File: config.mk
export PLATFORM = sky130hd
export DESIGN_NAME = vsm_core
export DESIGN_NICKNAME = d
export VERILOG_FILES = /design/src/rtl/vsm_pkg.sv /design/src/rtl/vsm_core.sv
export SDC_FILE = /design/constraint.sdc
export NUM_CORES = 1
export LEC_CHECK = 0
export ABC_AREA = 1
export BUFFER_PORTS_ARGS = -buffer_cell sky130_fd_sc_hd__buf_4
export CAP_MARGIN = 20
export CORE_MARGIN = 5
export CORE_UTILIZATION = 53
export CTS_CLUSTER_DIAMETER = 150
export CTS_CLUSTER_SIZE = 16
export DETAILED_ROUTE_END_ITERATION = 16
export PLACE_DENSITY = 0.75
export SYNTH_ARGS = -nofsm -noshare
export SYNTH_HDL_FRONTEND = slang
export SYNTH_SLANG_ARGS = --single-unit
export TNS_END_PERCENT = 1
File: constraint.sdc
create_clock -name i_clk_sys -period 4.5 [get_ports i_clk_sys]
set_clock_uncertainty 0.2 [all_clocks]
set_input_delay 0.9 -clock i_clk_sys [delete_from_list [all_inputs] [get_ports i_clk_sys]]
set_output_delay 0.9 -clock i_clk_sys [all_outputs]
set_load 0.05 [all_outputs]
File: src/rtl/vsm_pkg.sv
`default_nettype none
package vsm_pkg;
  // ****************************************
  // Timebase
  // ****************************************
  localparam int CLK_HZ = 25_000_000;
  localparam int SR_4K0_HZ = 4000;
  localparam int SR_5K3_HZ = 5300;
  localparam int SR_6K4_HZ = 6400;
  localparam int SR_8K0_HZ = 8000;
  localparam int DIV_4K0 = CLK_HZ / SR_4K0_HZ;
  localparam int DIV_5K3 = CLK_HZ / SR_5K3_HZ;
  localparam int DIV_6K4 = CLK_HZ / SR_6K4_HZ;
  localparam int DIV_8K0 = CLK_HZ / SR_8K0_HZ;
  localparam logic [1:0] RATE_8K0 = 2'h0;
  localparam logic [1:0] RATE_6K4 = 2'h1;
  localparam logic [1:0] RATE_5K3 = 2'h2;
  localparam logic [1:0] RATE_4K0 = 2'h3;
  localparam int GROUP_MS = 32;
  localparam int BLKS_PER_GRP = 4;
  localparam int BLK_SAMPLES = GROUP_MS * SR_8K0_HZ / 1000 / BLKS_PER_GRP;
  localparam logic [5:0] BLK_SAMP_LAST = 6'(BLK_SAMPLES - 1);
  // ****************************************
  // Array geometry
  // ****************************************
  localparam int PAGE_W = 11;
  localparam int BLK_W = 5;
  localparam int BUF_W = 64;
  localparam logic [4:0] BLK_LAST = 5'h1f;
  localparam logic [1:0] GRP_LAST = 2'h3;
  localparam logic [2:0] BYTE_LAST = 3'h7;
  localparam logic [11:0] PAGES_MIN = 12'h100;
  localparam logic [4:0] ADDR_LOW_ZERO = 5'h00;
  // ****************************************
  // Serial bus and command byte
  // ****************************************
  localparam logic [4:0] BUS_ADDR_TOP = 5'h10;
  localparam logic [3:0] BITS_PER_BYTE = 4'h8;
  localparam int CMD_PU = 7;
  localparam int CMD_DAB = 6;
  localparam logic [2:0] FN_STOP = 3'h0;
  localparam logic [2:0] FN_PLAY = 3'h5;
  localparam logic [2:0] FN_REC = 3'h2;
  localparam logic [2:0] FN_CUE = 3'h7;
  localparam logic [2:0] FN_DRD = 3'h4;
  localparam logic [2:0] FN_DWR = 3'h1;
  localparam logic [2:0] FN_ERASE = 3'h2;
  localparam logic [2:0] RG_NONE = 3'h0;
  localparam logic [2:0] RG_ADDR = 3'h1;
  localparam logic [2:0] RG_CFG0 = 3'h2;
  localparam logic [2:0] RG_CFG1 = 3'h3;
  localparam logic [1:0] BI_CMD = 2'h0;
  localparam logic [1:0] BI_HI = 2'h1;
  localparam logic [1:0] BI_LO = 2'h2;
  localparam logic [1:0] BI_DATA = 2'h3;
  localparam logic [1:0] RI_STAT = 2'h0;
  localparam logic [1:0] RI_AHI = 2'h1;
  localparam logic [1:0] RI_ALO = 2'h2;
  localparam logic [1:0] RI_END = 2'h3;
  typedef enum logic [3:0] {
    S_IDLE, S_ADDR, S_AACK, S_RX, S_RXACK, S_RXW, S_TXW, S_TX, S_TXACK
  } vsm_st_t;
endpackage
`default_nettype wire

File: src/rtl/vsm_core.sv
`timescale 1ns/1ns
`default_nettype none
// Behaviour
// [RQ1] Four sample rates: 4.0/5.3/6.4/8.0 kHz
// [RQ2] Page 2048 bits, 32 blocks of 64
// [RQ3] Analog start set by 11-bit page address
// [RQ4] Eight end markers, one per 4 blocks
// [RQ5] Stop finishes group, then writes marker
// [RQ6] Stored marker in playback raises interrupt
// [RQ7] End resolution one four-block group
// [RQ8] Serial write data into 64-bit buffer
// [RQ9] Full buffer swaps with draining buffer
// [RQ10] Accept and acknowledge each byte
// [RQ11] Ack, then hold clock low when full
// [RQ12] Reads through two alternating 64-bit buffers
// [RQ13] Answer bus address 100 00xy from pins
// [RQ14] Address LSB selects transfer direction
// [RQ15] Host uses bytes 80-87 hex
// [RQ16] Density strap selects 256 to 2048 pages
// [RQ17] Opcode fixes page analog or digital
// [RQ18] Two 16-bit configuration registers
// [RQ19] Interrupt low until status read
// [RQ20] Row strobe low in last page block
// [RQ21] Status, address high, low; A[4:0] zero
// [RQ22] Release stretch once a buffer frees
module vsm_core #(
  parameter int P_DIV_4K0 = vsm_pkg::DIV_4K0,
  parameter int P_DIV_5K3 = vsm_pkg::DIV_5K3
) (
  input wire logic i_clk_sys,
  input wire logic i_reset,
  input wire logic i_ce,
  input wire logic i_scl,
  output logic o_scl,
  output logic o_scl_oe,
  input wire logic i_sda,
  output logic o_sda,
  output logic o_sda_oe,
  input wire logic i_addr_select_high,
  input wire logic i_addr_select_low,
  input wire logic [1:0] i_density,
  output logic o_int,
  output logic o_int_oe,
  output logic o_row_boundary_strobe,
  output logic o_row_boundary_strobe_oe,
  output logic [10:0] o_arr_page,
  output logic [4:0] o_arr_blk,
  output logic o_arr_wr_valid,
  output logic [63:0] o_arr_wr_data,
  input wire logic i_arr_wr_done,
  output logic o_arr_rd_req,
  input wire logic i_arr_rd_valid,
  input wire logic [63:0] i_arr_rd_data,
  input wire logic i_end_of_message_marker,
  output logic o_end_of_message_marker_wr,
  output logic o_erase_req,
  output logic o_power_up,
  output logic o_rec,
  output logic o_play,
  output logic [15:0] o_cfg0,
  output logic [15:0] o_cfg1
);
  // ****************************************
  // Pin synchronisers
  // ****************************************
  logic scl_m_r, scl_s_r, scl_d_r, sda_m_r, sda_s_r, sda_d_r;
  logic [3:0] pin_m_r, pin_s_r;
  logic scl_rise, scl_fall, bus_start, bus_stop;

  // Two flops per pin; third stage only for edge finding
  always_ff @(posedge i_clk_sys) begin
    if (i_reset) begin
      {scl_m_r, scl_s_r, scl_d_r} <= 3'h7;
      {sda_m_r, sda_s_r, sda_d_r} <= 3'h7;
      pin_m_r <= 4'h0;
      pin_s_r <= 4'h0;
    end else if (i_ce) begin
      {scl_m_r, scl_s_r, scl_d_r} <= {i_scl, scl_m_r, scl_s_r};
      {sda_m_r, sda_s_r, sda_d_r} <= {i_sda, sda_m_r, sda_s_r};
      pin_m_r <= {i_density, i_addr_select_high, i_addr_select_low};
      pin_s_r <= pin_m_r;
    end
  end

  assign scl_rise = scl_s_r & ~scl_d_r;
  assign scl_fall = ~scl_s_r & scl_d_r;
  assign bus_start = scl_s_r & scl_d_r & sda_d_r & ~sda_s_r;
  assign bus_stop = scl_s_r & scl_d_r & ~sda_d_r & sda_s_r;

  // ****************************************
  // Shared state and events
  // ****************************************
  vsm_pkg::vsm_st_t st_r;
  logic [3:0] cnt_r;
  logic [7:0] sh_r, tx_r;
  logic sda_oe_r, hold_r, rw_r;
  logic [1:0] ridx_r, bidx_r;
  logic [7:0] cmd_r, hi_r;
  logic [15:0] cfg0_r, cfg1_r;
  logic pwr_r, dig_r, rec_r, play_r, stop_pend_r, dwr_r, drd_r, erase_r;
  logic [10:0] page_r, last_page;
  logic [4:0] blk_r;
  logic [63:0] buf_r [2];
  logic wsel_r, rsel_r, need_swap_r;
  logic [2:0] wcnt_r, rcnt_r;
  logic [1:0] pend_r, rvalid_r;
  logic int_mark_r, int_ovf_r;
  logic [12:0] div_cnt_r, div_m1;
  logic [5:0] spb_r;
  logic addr_match, rx_ev, exec_ev, tx_ready, tx_take, status_clr;
  logic [7:0] ecmd, tx_byte, status;
  logic [15:0] eval;
  logic running, blk_tick, grp_end, mark_stop, mark_play, adv, wrap_ovf;
  logic analog_end, wr_take, fidx;

  assign addr_match = sh_r[7:1] ==
    {vsm_pkg::BUS_ADDR_TOP, pin_s_r[1], pin_s_r[0]}; // RQ13 RQ15
  assign rx_ev = scl_fall && st_r == vsm_pkg::S_RX &&
    cnt_r == vsm_pkg::BITS_PER_BYTE;
  assign ecmd = (bidx_r == vsm_pkg::BI_CMD) ? sh_r : cmd_r;
  assign eval = {hi_r, sh_r};
  assign exec_ev = rx_ev && ((bidx_r == vsm_pkg::BI_CMD &&
    sh_r[2:0] == vsm_pkg::RG_NONE) || bidx_r == vsm_pkg::BI_LO);
  assign status = {int_ovf_r, int_mark_r, play_r, rec_r, dig_r, pwr_r,
    2'h0};
  assign tx_ready = ~drd_r | rvalid_r[rsel_r];
  assign tx_take = st_r == vsm_pkg::S_TXW && tx_ready;
  assign status_clr = tx_take && !drd_r && ridx_r == vsm_pkg::RI_STAT;

  // Byte to send: array data, or status then address
  always_comb begin
    if (drd_r) begin
      tx_byte = buf_r[rsel_r][63:56]; // RQ12
    end else begin
      case (ridx_r)
        vsm_pkg::RI_STAT: tx_byte = status; // RQ21
        vsm_pkg::RI_AHI: tx_byte = page_r[10:3];
        vsm_pkg::RI_ALO: tx_byte = {page_r[2:0], vsm_pkg::ADDR_LOW_ZERO};
        default: tx_byte = 8'h00;
      endcase
    end
  end

  // ****************************************
  // Serial bus slave
  // ****************************************
  // Stretch flop lags one cycle; bus low time easily covers it
  always_ff @(posedge i_clk_sys) begin
    if (i_reset) begin
      st_r <= vsm_pkg::S_IDLE;
      cnt_r <= 4'h0;
      sh_r <= 8'h00;
      tx_r <= 8'h00;
      sda_oe_r <= 1'b0;
      hold_r <= 1'b0;
      rw_r <= 1'b0;
      ridx_r <= vsm_pkg::RI_STAT;
    end else if (i_ce) begin
      if (bus_start) begin
        st_r <= vsm_pkg::S_ADDR;
        cnt_r <= 4'h0;
        sda_oe_r <= 1'b0;
        hold_r <= 1'b0;
      end else if (bus_stop) begin
        st_r <= vsm_pkg::S_IDLE;
        sda_oe_r <= 1'b0;
        hold_r <= 1'b0;
      end else begin
        case (st_r)
          vsm_pkg::S_ADDR, vsm_pkg::S_RX: begin
            if (scl_rise && cnt_r != vsm_pkg::BITS_PER_BYTE) begin
              sh_r <= {sh_r[6:0], sda_s_r};
              cnt_r <= cnt_r + 4'h1;
            end else if (scl_fall && cnt_r == vsm_pkg::BITS_PER_BYTE) begin
              cnt_r <= 4'h0;
              if (st_r == vsm_pkg::S_RX) begin
                sda_oe_r <= 1'b1; // RQ10
                st_r <= vsm_pkg::S_RXACK;
              end else if (addr_match) begin
                sda_oe_r <= 1'b1;
                rw_r <= sh_r[0]; // RQ14
                ridx_r <= vsm_pkg::RI_STAT;
                st_r <= vsm_pkg::S_AACK;
              end else begin
                st_r <= vsm_pkg::S_IDLE;
              end
            end
          end
          vsm_pkg::S_AACK: begin
            if (scl_fall) begin
              sda_oe_r <= 1'b0;
              st_r <= rw_r ? vsm_pkg::S_TXW : vsm_pkg::S_RX; // RQ14
            end
          end
          vsm_pkg::S_RXACK: begin
            if (scl_fall) begin
              sda_oe_r <= 1'b0;
              hold_r <= need_swap_r; // RQ11
              st_r <= need_swap_r ? vsm_pkg::S_RXW : vsm_pkg::S_RX;
            end
          end
          vsm_pkg::S_RXW: begin
            if (!need_swap_r) begin
              hold_r <= 1'b0; // RQ22
              st_r <= vsm_pkg::S_RX;
            end
          end
          vsm_pkg::S_TXW: begin
            if (tx_ready) begin
              sda_oe_r <= ~tx_byte[7];
              tx_r <= {tx_byte[6:0], 1'b0};
              cnt_r <= 4'h1;
              if (ridx_r != vsm_pkg::RI_END) begin
                ridx_r <= ridx_r + 2'h1;
              end
              st_r <= vsm_pkg::S_TX;
            end else begin
              hold_r <= 1'b1;
            end
          end
          vsm_pkg::S_TX: begin
            hold_r <= 1'b0;
            if (scl_fall) begin
              if (cnt_r == vsm_pkg::BITS_PER_BYTE) begin
                sda_oe_r <= 1'b0;
                cnt_r <= 4'h0;
                st_r <= vsm_pkg::S_TXACK;
              end else begin
                sda_oe_r <= ~tx_r[7];
                tx_r <= {tx_r[6:0], 1'b0};
                cnt_r <= cnt_r + 4'h1;
              end
            end
          end
          vsm_pkg::S_TXACK: begin
            if (scl_rise && sda_s_r) begin
              st_r <= vsm_pkg::S_IDLE;
            end else if (scl_fall) begin
              st_r <= vsm_pkg::S_TXW;
            end
          end
          default: st_r <= vsm_pkg::S_IDLE;
        endcase
      end
    end
  end

  // ****************************************
  // Command parsing and modes
  // ****************************************
  // Byte slot: command, address high, address low, then data
  always_ff @(posedge i_clk_sys) begin
    if (i_reset) begin
      bidx_r <= vsm_pkg::BI_CMD;
      cmd_r <= 8'h00;
      hi_r <= 8'h00;
    end else if (i_ce) begin
      if (bus_start) begin
        bidx_r <= vsm_pkg::BI_CMD;
      end else if (rx_ev) begin
        case (bidx_r)
          vsm_pkg::BI_CMD: begin
            cmd_r <= sh_r;
            bidx_r <= (sh_r[2:0] == vsm_pkg::RG_NONE) ?
              vsm_pkg::BI_DATA : vsm_pkg::BI_HI;
          end
          vsm_pkg::BI_HI: begin
            hi_r <= sh_r;
            bidx_r <= vsm_pkg::BI_LO;
          end
          vsm_pkg::BI_LO: bidx_r <= vsm_pkg::BI_DATA;
          default: bidx_r <= vsm_pkg::BI_DATA;
        endcase
      end
    end
  end

  // Analog or digital use follows the opcode that writes
  always_ff @(posedge i_clk_sys) begin
    if (i_reset) begin
      {pwr_r, dig_r, rec_r, play_r, stop_pend_r} <= 5'h00;
      {dwr_r, drd_r, erase_r} <= 3'h0;
      cfg0_r <= 16'h0000;
      cfg1_r <= 16'h0000;
    end else if (i_ce) begin
      erase_r <= 1'b0;
      if (exec_ev) begin
        pwr_r <= ecmd[vsm_pkg::CMD_PU];
        if (ecmd[5:3] == vsm_pkg::FN_STOP &&
            ecmd[2:0] == vsm_pkg::RG_CFG0) begin
          cfg0_r <= eval; // RQ18
        end else if (ecmd[5:3] == vsm_pkg::FN_STOP &&
            ecmd[2:0] == vsm_pkg::RG_CFG1) begin
          cfg1_r <= eval; // RQ18
        end else if (!ecmd[vsm_pkg::CMD_DAB]) begin
          {dig_r, dwr_r, drd_r} <= 3'h0; // RQ17
          case (ecmd[5:3])
            vsm_pkg::FN_STOP: begin
              play_r <= 1'b0;
              stop_pend_r <= rec_r; // RQ5
            end
            vsm_pkg::FN_REC: begin
              {rec_r, play_r, stop_pend_r} <= 3'h4;
            end
            vsm_pkg::FN_PLAY, vsm_pkg::FN_CUE: begin
              {rec_r, play_r, stop_pend_r} <= 3'h2;
            end
            default: ;
          endcase
        end else begin
          dig_r <= ecmd[vsm_pkg::CMD_PU]; // RQ17
          {rec_r, play_r, stop_pend_r} <= 3'h0;
          case (ecmd[5:3])
            vsm_pkg::FN_DRD: {dwr_r, drd_r} <= 2'h1;
            vsm_pkg::FN_DWR: {dwr_r, drd_r} <= 2'h2;
            vsm_pkg::FN_ERASE: erase_r <= 1'b1;
            default: {dwr_r, drd_r} <= 2'h0;
          endcase
        end
      end
      if (analog_end) begin
        {rec_r, play_r, stop_pend_r} <= 3'h0;
      end
    end
  end

  // ****************************************
  // Analog timebase and page walk
  // ****************************************
  always_comb begin
    case (cfg1_r[1:0])
      vsm_pkg::RATE_8K0: div_m1 = 13'(vsm_pkg::DIV_8K0 - 1); // RQ1
      vsm_pkg::RATE_6K4: div_m1 = 13'(vsm_pkg::DIV_6K4 - 1);
      vsm_pkg::RATE_5K3: div_m1 = 13'(P_DIV_5K3 - 1);
      vsm_pkg::RATE_4K0: div_m1 = 13'(P_DIV_4K0 - 1);
      default: div_m1 = 13'(vsm_pkg::DIV_8K0 - 1);
    endcase
  end

  assign running = rec_r | play_r;
  assign blk_tick = running && div_cnt_r == div_m1 &&
    spb_r == vsm_pkg::BLK_SAMP_LAST;
  assign grp_end = blk_tick && blk_r[1:0] == vsm_pkg::GRP_LAST; // RQ4 RQ7
  assign mark_stop = grp_end & rec_r & stop_pend_r; // RQ5
  assign mark_play = grp_end & play_r & i_end_of_message_marker; // RQ6
  assign adv = blk_tick | i_arr_wr_done | i_arr_rd_valid;
  assign wrap_ovf = adv && blk_r == vsm_pkg::BLK_LAST &&
    page_r == last_page;
  assign analog_end = mark_stop | mark_play | wrap_ovf;
  assign last_page = 11'((vsm_pkg::PAGES_MIN << pin_s_r[3:2]) -
    12'h001); // RQ16

  // Sample and block counters run only while recording or playing
  always_ff @(posedge i_clk_sys) begin
    if (i_reset) begin
      div_cnt_r <= 13'h0000;
      spb_r <= 6'h00;
    end else if (i_ce) begin
      if (!running || div_cnt_r == div_m1) begin
        div_cnt_r <= 13'h0000;
      end else begin
        div_cnt_r <= div_cnt_r + 13'h0001;
      end
      if (!running) begin
        spb_r <= 6'h00;
      end else if (div_cnt_r == div_m1) begin
        spb_r <= (spb_r == vsm_pkg::BLK_SAMP_LAST) ? 6'h00 :
          spb_r + 6'h01;
      end
    end
  end

  // Page and block address; A[4:0] of the bus view stays zero
  always_ff @(posedge i_clk_sys) begin
    if (i_reset) begin
      page_r <= 11'h000;
      blk_r <= 5'h00;
    end else if (i_ce) begin
      if (exec_ev && ecmd[2:0] == vsm_pkg::RG_ADDR) begin
        page_r <= eval[15:5]; // RQ3
        blk_r <= 5'h00;
      end else if (adv) begin
        blk_r <= blk_r + 5'h01; // RQ2
        if (blk_r == vsm_pkg::BLK_LAST) begin
          page_r <= (page_r == last_page) ? 11'h000 : page_r + 11'h001;
        end
      end
    end
  end

  // ****************************************
  // Interrupt sources
  // ****************************************
  // A new event in the clearing cycle wins
  always_ff @(posedge i_clk_sys) begin
    if (i_reset) begin
      int_mark_r <= 1'b0;
      int_ovf_r <= 1'b0;
    end else if (i_ce) begin
      if (status_clr) begin
        int_mark_r <= 1'b0; // RQ19
        int_ovf_r <= 1'b0;
      end
      if (mark_play) begin
        int_mark_r <= 1'b1; // RQ6
      end
      if (wrap_ovf) begin
        int_ovf_r <= 1'b1;
      end
    end
  end

  // ****************************************
  // Ping-pong data buffers
  // ****************************************
  assign wr_take = rx_ev && dwr_r && bidx_r == vsm_pkg::BI_DATA;
  assign fidx = rvalid_r[rsel_r] ? ~rsel_r : rsel_r;

  // Shared by write and read; modes never overlap
  always_ff @(posedge i_clk_sys) begin
    if (i_reset) begin
      buf_r[0] <= 64'h0;
      buf_r[1] <= 64'h0;
      {wsel_r, rsel_r, need_swap_r} <= 3'h0;
      wcnt_r <= 3'h0;
      rcnt_r <= 3'h0;
      pend_r <= 2'h0;
      rvalid_r <= 2'h0;
    end else if (i_ce) begin
      if (exec_ev) begin
        rvalid_r <= 2'h0;
        rcnt_r <= 3'h0;
        wcnt_r <= 3'h0;
      end
      if (i_arr_wr_done) begin
        pend_r[~wsel_r] <= 1'b0;
      end
      if (wr_take) begin
        buf_r[wsel_r] <= {buf_r[wsel_r][55:0], sh_r}; // RQ8
        wcnt_r <= wcnt_r + 3'h1;
        if (wcnt_r == vsm_pkg::BYTE_LAST) begin
          pend_r[wsel_r] <= 1'b1;
          if (pend_r[~wsel_r] && !i_arr_wr_done) begin
            need_swap_r <= 1'b1; // RQ11
          end else begin
            wsel_r <= ~wsel_r; // RQ9
          end
        end
      end else if (need_swap_r && !pend_r[~wsel_r]) begin
        wsel_r <= ~wsel_r; // RQ22
        need_swap_r <= 1'b0;
      end
      if (i_arr_rd_valid && drd_r) begin
        buf_r[fidx] <= i_arr_rd_data; // RQ12
        rvalid_r[fidx] <= 1'b1;
      end
      if (tx_take && drd_r) begin
        buf_r[rsel_r] <= {buf_r[rsel_r][55:0], 8'h00};
        rcnt_r <= rcnt_r + 3'h1;
        if (rcnt_r == vsm_pkg::BYTE_LAST) begin
          rvalid_r[rsel_r] <= 1'b0;
          rsel_r <= ~rsel_r; // RQ12
        end
      end
    end
  end

  // ****************************************
  // Outputs
  // ****************************************
  assign o_scl = 1'b0;
  assign o_scl_oe = hold_r; // RQ11
  assign o_sda = 1'b0;
  assign o_sda_oe = sda_oe_r;
  assign o_int = 1'b0;
  assign o_int_oe = int_mark_r | int_ovf_r; // RQ19
  assign o_row_boundary_strobe = 1'b0;
  assign o_row_boundary_strobe_oe = running &&
    blk_r == vsm_pkg::BLK_LAST; // RQ20
  assign o_arr_page = page_r;
  assign o_arr_blk = blk_r;
  assign o_arr_wr_valid = pend_r[~wsel_r];
  assign o_arr_wr_data = buf_r[~wsel_r];
  assign o_arr_rd_req = drd_r & ~(rvalid_r[0] & rvalid_r[1]);
  assign o_end_of_message_marker_wr = mark_stop;
  assign o_erase_req = erase_r;
  assign o_power_up = pwr_r;
  assign o_rec = rec_r;
  assign o_play = play_r;
  assign o_cfg0 = cfg0_r;
  assign o_cfg1 = cfg1_r;

  // ****************************************
  // Checks
  // ****************************************
  a_int_hold: assert property (@(posedge i_clk_sys) disable iff (i_reset)
    i_ce && o_int_oe && !status_clr |=> o_int_oe) // RQ19
    else $error("interrupt dropped without status read");
  a_int_cause: assert property (@(posedge i_clk_sys) disable iff (i_reset)
    $rose(o_int_oe) |-> $past(mark_play || wrap_ovf)) // RQ6
    else $error("interrupt without marker or overflow");
  a_addr_low_zero: assert property (@(posedge i_clk_sys)
    disable iff (i_reset) tx_take && !drd_r && ridx_r == vsm_pkg::RI_ALO
    |-> tx_byte[4:0] == vsm_pkg::ADDR_LOW_ZERO) // RQ21
    else $error("low address bits not zero");
  a_addr_ack: assert property (@(posedge i_clk_sys) disable iff (i_reset)
    i_ce && !bus_start && !bus_stop && st_r == vsm_pkg::S_ADDR &&
    scl_fall && cnt_r == vsm_pkg::BITS_PER_BYTE && addr_match
    |=> st_r == vsm_pkg::S_AACK && o_sda_oe) // RQ13
    else $error("own address not acknowledged");
  a_tx_dir: assert property (@(posedge i_clk_sys) disable iff (i_reset)
    $rose(st_r == vsm_pkg::S_TX) |-> rw_r) // RQ14
    else $error("transmit on a write transfer");
  a_byte_ack: assert property (@(posedge i_clk_sys) disable iff (i_reset)
    i_ce && rx_ev && !bus_start && !bus_stop |=> o_sda_oe) // RQ10
    else $error("data byte not acknowledged");
  a_stretch_free: assert property (@(posedge i_clk_sys)
    disable iff (i_reset) i_ce && st_r == vsm_pkg::S_RXW && !need_swap_r
    ##1 i_ce |-> ##1 !o_scl_oe) // RQ22
    else $error("clock held after buffer freed");
  a_buf_swap: assert property (@(posedge i_clk_sys) disable iff (i_reset)
    i_ce && wr_take && wcnt_r == vsm_pkg::BYTE_LAST &&
    !pend_r[~wsel_r] |=> wsel_r != $past(wsel_r)) // RQ9
    else $error("full buffer not swapped");
  a_mark_group: assert property (@(posedge i_clk_sys)
    disable iff (i_reset) o_end_of_message_marker_wr |->
    blk_r[1:0] == vsm_pkg::GRP_LAST && stop_pend_r) // RQ5 RQ4
    else $error("marker outside group end");
  a_row_end: assert property (@(posedge i_clk_sys) disable iff (i_reset)
    i_ce && o_row_boundary_strobe_oe && blk_tick |=>
    !o_row_boundary_strobe_oe && blk_r == 5'h00) // RQ20
    else $error("row strobe not released at page end");
  c_stretch: cover property (@(posedge i_clk_sys) $rose(o_scl_oe));
  c_mark: cover property (@(posedge i_clk_sys) o_end_of_message_marker_wr);
  c_status: cover property (@(posedge i_clk_sys) status_clr);
  c_rd_swap: cover property (@(posedge i_clk_sys) tx_take && drd_r &&
    rcnt_r == vsm_pkg::BYTE_LAST);
endmodule
`default_nettype wire

==> metrics.csv, run 1 <==
metric,value,unit
max-slew violations,0,
CP arrival,2.72,ns
# diodes,0,
cell area after synthesis,15600,um^2
dominant synthesized flop cell,dfxtp_1,
initial antenna violation count,0,
Reg2Reg Depth,14,
Max VDD drop,0.000237,V
Hold Buf Count CTS,0,
#FFs+latches synth,280,
Post-CTS Setup Inserts,0,
clock tree from TritonCTS,built,
Place WS,0.888,ns
H-tree depth,1,
Clock Sinks,280,
met2 usage,44.7,%
worst rel slew slack,27.5,%
post-layout minimum cycle time,3.82,ns
design area,17900,um^2
via count,15300,
"most common cell after layout, fill and taps aside",nand2_1,
synthesized instance count,2098,
Final setup viols,0,
"commonest cells after routing, fill and taps aside","nand2_1 (480), o21ai_0 (247), inv_1 (229)",
R2R Setup Slk,1.09,ns
total track usage,26.4,%
GRT met3 Usage,4.08,%
final setup margin,0.680,ns
fin crit share,84.9,%
FF-to-FF Start,st_r[1],
Clock Latency Late Sink,0.53,ns
Fin. Hold Viols,0,
CP Launch Type,flip-flop,
sequential share of the synthesized area,44.1,%
maximum root-to-sink buffer count,3,
mean post-synth cell area,7.45,um^2
most used routing layer,met2,
Crit Reg-Reg Endpoint,buf_r[1][62],
DR vias/cell,5.87,
Detail Route Antenna Nets,0,
Post-route DRC,0,
Layout Area Growth over Synthesis,14.4,%
post-synth cell types,53,
# fillers,2546,
num rows,62,
die extent in x,182,um
Slew @ Worst Pin,1.08,ns
core area,28900,um^2
CP max FO,8,
Final #Nets,2305,
Worst Path Required,3.40,ns
Leakage,7.18,nW
met1 usage,34.9,%
end point of the critical path,o_end_of_message_marker_wr,
root buffer cell,clkbuf_16,
Syn. warnings,0,
DRT Pass-1 Iters,6,
gp weighted congestion,0.911,
Worst-path clk slew,0.08,ns
HP Class,flip-flop to flip-flop,
Post-DP Area,17200,um^2
IO buf count,198,
vias in the first global route,14200,
wire length per cell,17.6,um
CTS Buf Count,21,
fraction of layout cells with a size suffix above 1,13.5,%
first-pass GRT wire length,72900,um
dpl hpwl,30600,um
Die Y,182,um
Critical Path Source,o_cfg1[1],
initial drt markers,1537,
min-delay src,tx_r[1],
achievable clock frequency,262,MHz
Crit. End Element,primary output,
power density over cell area,289,nW/um^2
I/O pin cnt,203,
number of synthesized flops with an enable pin,128,
outcome,"complete, no violations",
worst setup path class,flip-flop to primary output,
initial core utilization,54.0,%
Congestion Overflow GR,0,
die area,33000,um^2
"Async S/R FF share, synth",0,%
max_cap viols,0,
post-CTS sizing,0,
final wirelength,45900,um
largest net degree at the start of global routing,113,
RSZ-0062 raised after global routing,false,
[final cells by class]
class	instances	area, um^2	area share (%)
Multi-Input combinational cell	1437	7270	40.7
Sequential cell	280	6900	38.6
Timing Repair Buffer	222	1710	9.58
Inverter	248	932	5.22
Clock buffer	30	559	3.13
Tap cell	384	480	2.69
Clock inverter	2	17.5	0.0981
[cells in the mapped netlist (4+ instances only)]
cell,number,share of area [%]
a31oi_1,7,0.28
nand2_1,483,12
o21ai_1,56,1.8
buf_1,12,0.29
nand4_1,12,0.48
nand3_1,44,1.4
buf_2,21,0.67
edfxtp_1,128,25
nor2_4,4,0.29
dfxtp_1,152,19
nor2_2,8,0.32
xnor2_1,5,0.28
o21ai_0,247,7.9
o211ai_1,62,3.0
a211oi_1,16,0.77
a21oi_1,113,3.6
a22oi_1,4,0.19
clkbuf_1,89,2.1
o31ai_1,6,0.29
buf_4,11,0.53
inv_1,229,5.5
o22ai_1,135,5.4
nor3_1,30,0.96
inv_2,15,0.36
nand2_2,5,0.20
xor2_1,11,0.62
ha_1,19,1.5
nor2_1,133,3.2
[report_power, final]
| part | internal [mW] | switching (mW) | total, mW |
|---|---|---|---|
| Clock | 0.867 | 0.924 | 1.79 |
| Sequential | 2.72 | 0.0494 | 2.77 |
| Combinational | 0.198 | 0.413 | 0.611 |
[registers in the layout, summed over array words and instances (netlist names), 5 cells and up, named ones only]
| name | cells |
|---|---|
| buf_r | 128 |
| o_cfg1 | 16 |
| spb_r | 6 |
| o_cfg0 | 16 |
| o_arr_blk | 5 |
| o_arr_page | 11 |
| div_cnt_r | 13 |
| cmd_r | 8 |
| hi_r | 8 |
| tx_r | 7 |
| sh_r | 8 |
[worst min path at each step]
stage,end,slack (ns),cells past startpoint
floorplan,scl_m_r,0.23,2
finish,tx_r[1],0.26,2
CTS,tx_r[1],0.26,2
global placement,tx_r[1],0.24,2
global route,rcnt_r[0],0.29,1
detailed placement,sda_m_r,0.24,2
[routing by layer]
| metal | wire, um | vias up | part of all wire [%] |
|---|---|---|---|
| met5 | 0 | - | 0 |
| li1 | - | 7374 | - |
| met3 | 3750 | 91 | 8.2 |
| met1 | 18800 | 7163 | 41 |
| met4 | 1320 | 0 | 2.9 |
| met2 | 22000 | 661 | 48 |
[metrics by stage]
stage	utilization (%)	setup TNS, ns	hold slack, ns	total power [mW]	std cells
after CTS	61.6	0	0.261	5.19	2601
after global routing	61.7	0	0.289	5.35	2603
after global placement	59.6	0	0.241	3.42	2569
after floorplan	-	-3.14	0.229	3.23	2101
after detailed placement	59.6	0	0.244	3.43	2569
final	61.7	0	0.263	5.17	2603
[cells by family (layout without fill, tap and decap cells)]
kind of cell / after synthesis / count (layout) / share of synthesized area [%]
AO/OA/AOI/OAI: 662 / 662 / 24.2
XOR/XNOR: 16 / 16 / 0.897
adder cells (fa/ha/maj): 19 / 19 / 1.52
buffers and inverters: 384 / 502 / 9.81
flip-flops: 280 / 280 / 44.1
other: 1 / 4 / 0.0240
AND/OR/NAND/NOR: 736 / 736 / 19.5
[worst max-delay path: stages (launching register included)]
cell	delay (ns)
dfxtp_1	0.59
inv_1	0.13
ha_1	0.33
nand2_1	0.09
nand2_1	0.05
nor2_1	0.07
nand2_1	0.05
nor2_1	0.15
nand3_1	0.21
nor3_1	0.26
buf_4	0.25
Power figures use the tool's default switching activity.
==> inputs of run 2 (changes only) <==
--- a/config.mk
+++ b/config.mk
@@ -9,11 +9,11 @@
 export BUFFER_PORTS_ARGS = -buffer_cell sky130_fd_sc_hd__buf_4
 export CAP_MARGIN = 20
 export CORE_MARGIN = 5
-export CORE_UTILIZATION = 53
+export CORE_UTILIZATION = 59
 export CTS_CLUSTER_DIAMETER = 150
 export CTS_CLUSTER_SIZE = 16
 export DETAILED_ROUTE_END_ITERATION = 16
-export PLACE_DENSITY = 0.75
+export PLACE_DENSITY = 0.79
 export SYNTH_ARGS = -nofsm -noshare
 export SYNTH_HDL_FRONTEND = slang
 export SYNTH_SLANG_ARGS = --single-unit
==> constraint.sdc (replaced) <==
create_clock -name i_clk_sys -period 3.75 [get_ports i_clk_sys]
set_clock_uncertainty 0.2 [all_clocks]
set_input_delay 0.75 -clock i_clk_sys [delete_from_list [all_inputs] [get_ports i_clk_sys]]
set_output_delay 0.75 -clock i_clk_sys [all_outputs]
set_load 0.05 [all_outputs]
==> metrics.csv, run 2 (synthesized netlist as in run 1, its figures left out) <==
metric,value,unit,change
WP buf/inv,2,,unchanged
num rows,59,,-4.8%
Final setup viols,0,,unchanged
Worst-path clk slew,0.07,ns,about the same
max_cap viols,0,,unchanged
initial antenna violation count,0,,unchanged
Worst Path Required,2.80,ns,-0.60 ns
CP most frequent cell,nand2_1,,
worst path cell trace,inv_1 > ha_1 > nand2_1 > nand2_1 > nor2_1 > nand2_1 > nor2_1 > nand3_1 > nor3_1 > buf_4,,
DRT Pass-1 Iters,6,,unchanged
"slowest stage cell, crit path",dfxtp_1,,
H-tree depth,1,,unchanged
DR vias/cell,5.96,,+1.5%
Detail Route Antenna Nets,0,,unchanged
Final #Nets,2308,,+0.13%
# diodes,0,,unchanged
Fin. Hold Viols,0,,unchanged
post-CTS sizing,0,,unchanged
Post-CTS Setup Inserts,0,,unchanged
worst rel slew slack,46.3,%,+19 points
met2 usage,49.8,%,+5.1 points
largest net degree at the start of global routing,129,,+14%
post-layout minimum cycle time,3.36,ns,
Post-route DRC,0,,unchanged
Slew @ Worst Pin,0.806,ns,-0.277 ns
Top reg by flops,buf_r,,
HP Class,input pin to flip-flop,,
CP max FO,8,,unchanged
first-pass GRT wire length,72400,um,-0.69%
Leakage,7.21,nW,+0.40%
final wirelength,45200,um,-1.5%
via count,15200,,-0.30%
clock tree from TritonCTS,built,,
core area,26100,um^2,-9.9%
worst setup path class,flip-flop to primary output,,
Die Y,173,um,-4.9%
achievable clock frequency,298,MHz,
max reg flops,128,,unchanged
Clock Sinks,280,,unchanged
Congestion Overflow GR,0,,unchanged
root buffer cell,clkbuf_16,,
Layout Area Growth over Synthesis,14.4,%,about the same
outcome,"complete, no violations",,
power density over cell area,346,nW/um^2,+20%
max-slew violations,0,,unchanged
Clock Latency Late Sink,0.53,ns,about the same
CP Launch Type,flip-flop,,
GRT met3 Usage,4.54,%,+0.46 points
"most common cell after layout, fill and taps aside",nand2_1,,
Crit path max-delay family,simple AND/OR/NAND/NOR gates,,
fraction of layout cells with a size suffix above 1,13.5,%,+0.066 points
fin crit share,89.6,%,
vias in the first global route,14400,,+0.82%
Final Power,6.19,mW,+20%
CP arrival,2.41,ns,-0.31 ns
total track usage,28.6,%,+2.2 points
initial drt markers,1439,,-6.4%
gp weighted congestion,0.898,,-1.4%
Hold Buf Count CTS,0,,unchanged
most used routing layer,met2,,
initial core utilization,59.9,%,+6.0 points
CTS Buf Count,21,,unchanged
die extent in x,173,um,-4.9%
# fillers,2226,,-13%
Crit. End Element,primary output,,
"commonest cells after routing, fill and taps aside","nand2_1 (480), o21ai_0 (247), inv_1 (229)",,
I/O pin cnt,203,,unchanged
die area,29800,um^2,-9.6%
Setup TNS,0,ns,unchanged
IO buf count,198,,unchanged
Crit path largest cell delay,0.51,ns,-0.08 ns
RSZ-0062 raised after global routing,false,,
wire length per cell,17.7,um,+0.19%
dpl hpwl,30500,um,-0.44%
met1 usage,36.4,%,+1.5 points
Max VDD drop,0.000339,V,+43%
maximum root-to-sink buffer count,3,,unchanged
## run 2: changes by cell type in the layout (fill, tap and decap cells not counted), sizes merged
cell	delta
inv	-1
buf	+3
clkbuf	+2
## run 2: layer usage
metal | wire, um | part of all wire (%)
met5 | 0 | 0
met4 | 1510 | 3.3
met2 | 22400 | 49
met1 | 17800 | 39
met3 | 3510 | 7.8
## run 2: stage by stage
stage	std cells	hold slack (ns)	area, um^2	utilization (%)	worst slack [ns]
floorplan	2101	0.229	15600	-	-0.649
CTS	2557	0.248	17800	68.5	0.397
global placement	2524	0.238	17300	66.3	0.488
detailed placement	2524	0.255	17300	66.3	0.380
global route	2558	0.257	17900	68.6	0.172
finish	2558	0.253	17900	68.6	0.392
## run 2: power breakdown
| group | switching, mW | internal (mW) | total, mW |
|---|---|---|---|
| combinational | 0.492 | 0.242 | 0.734 |
| clock | 1.09 | 1.04 | 2.13 |
| sequential | 0.0573 | 3.26 | 3.32 |
## run 2: layout make-up
type	count	area [um^2]	share of cell area, %
clock buffers	32	567	3.17
clock inverters	1	8.76	0.0490
inverters	248	932	5.22
multi-input cells	1437	7270	40.7
flip-flops and latches	280	6900	38.6
well taps	335	419	2.35
repair buffers	225	1780	9.94
## run 2: final timing paths
kind                  start  cells past startpoint                          to  slack (ns)
setup / recovery  o_cfg1[1]                     10  o_end_of_message_marker_wr        0.39
hold reg to reg   wcnt_r[0]                      1                   wcnt_r[0]        0.27
hold / removal        i_sda                      3                     sda_m_r        0.25
setup reg to reg    st_r[1]                     14                buf_r[1][25]        0.46
## run 2: worst reg2reg max path, cell delays in order (launching register included)
cell,delay [ns]
dfxtp_1,0.45
inv_2,0.09
nor2_2,0.11
nand2_2,0.12
clkinv_2,0.15
nand2_1,0.15
inv_2,0.07
nand2_1,0.09
nor2_2,0.22
inv_2,0.09
nor2_1,0.21
nor2_1,0.08
nand2_2,0.10
buf_4,0.66
o22ai_1,0.23
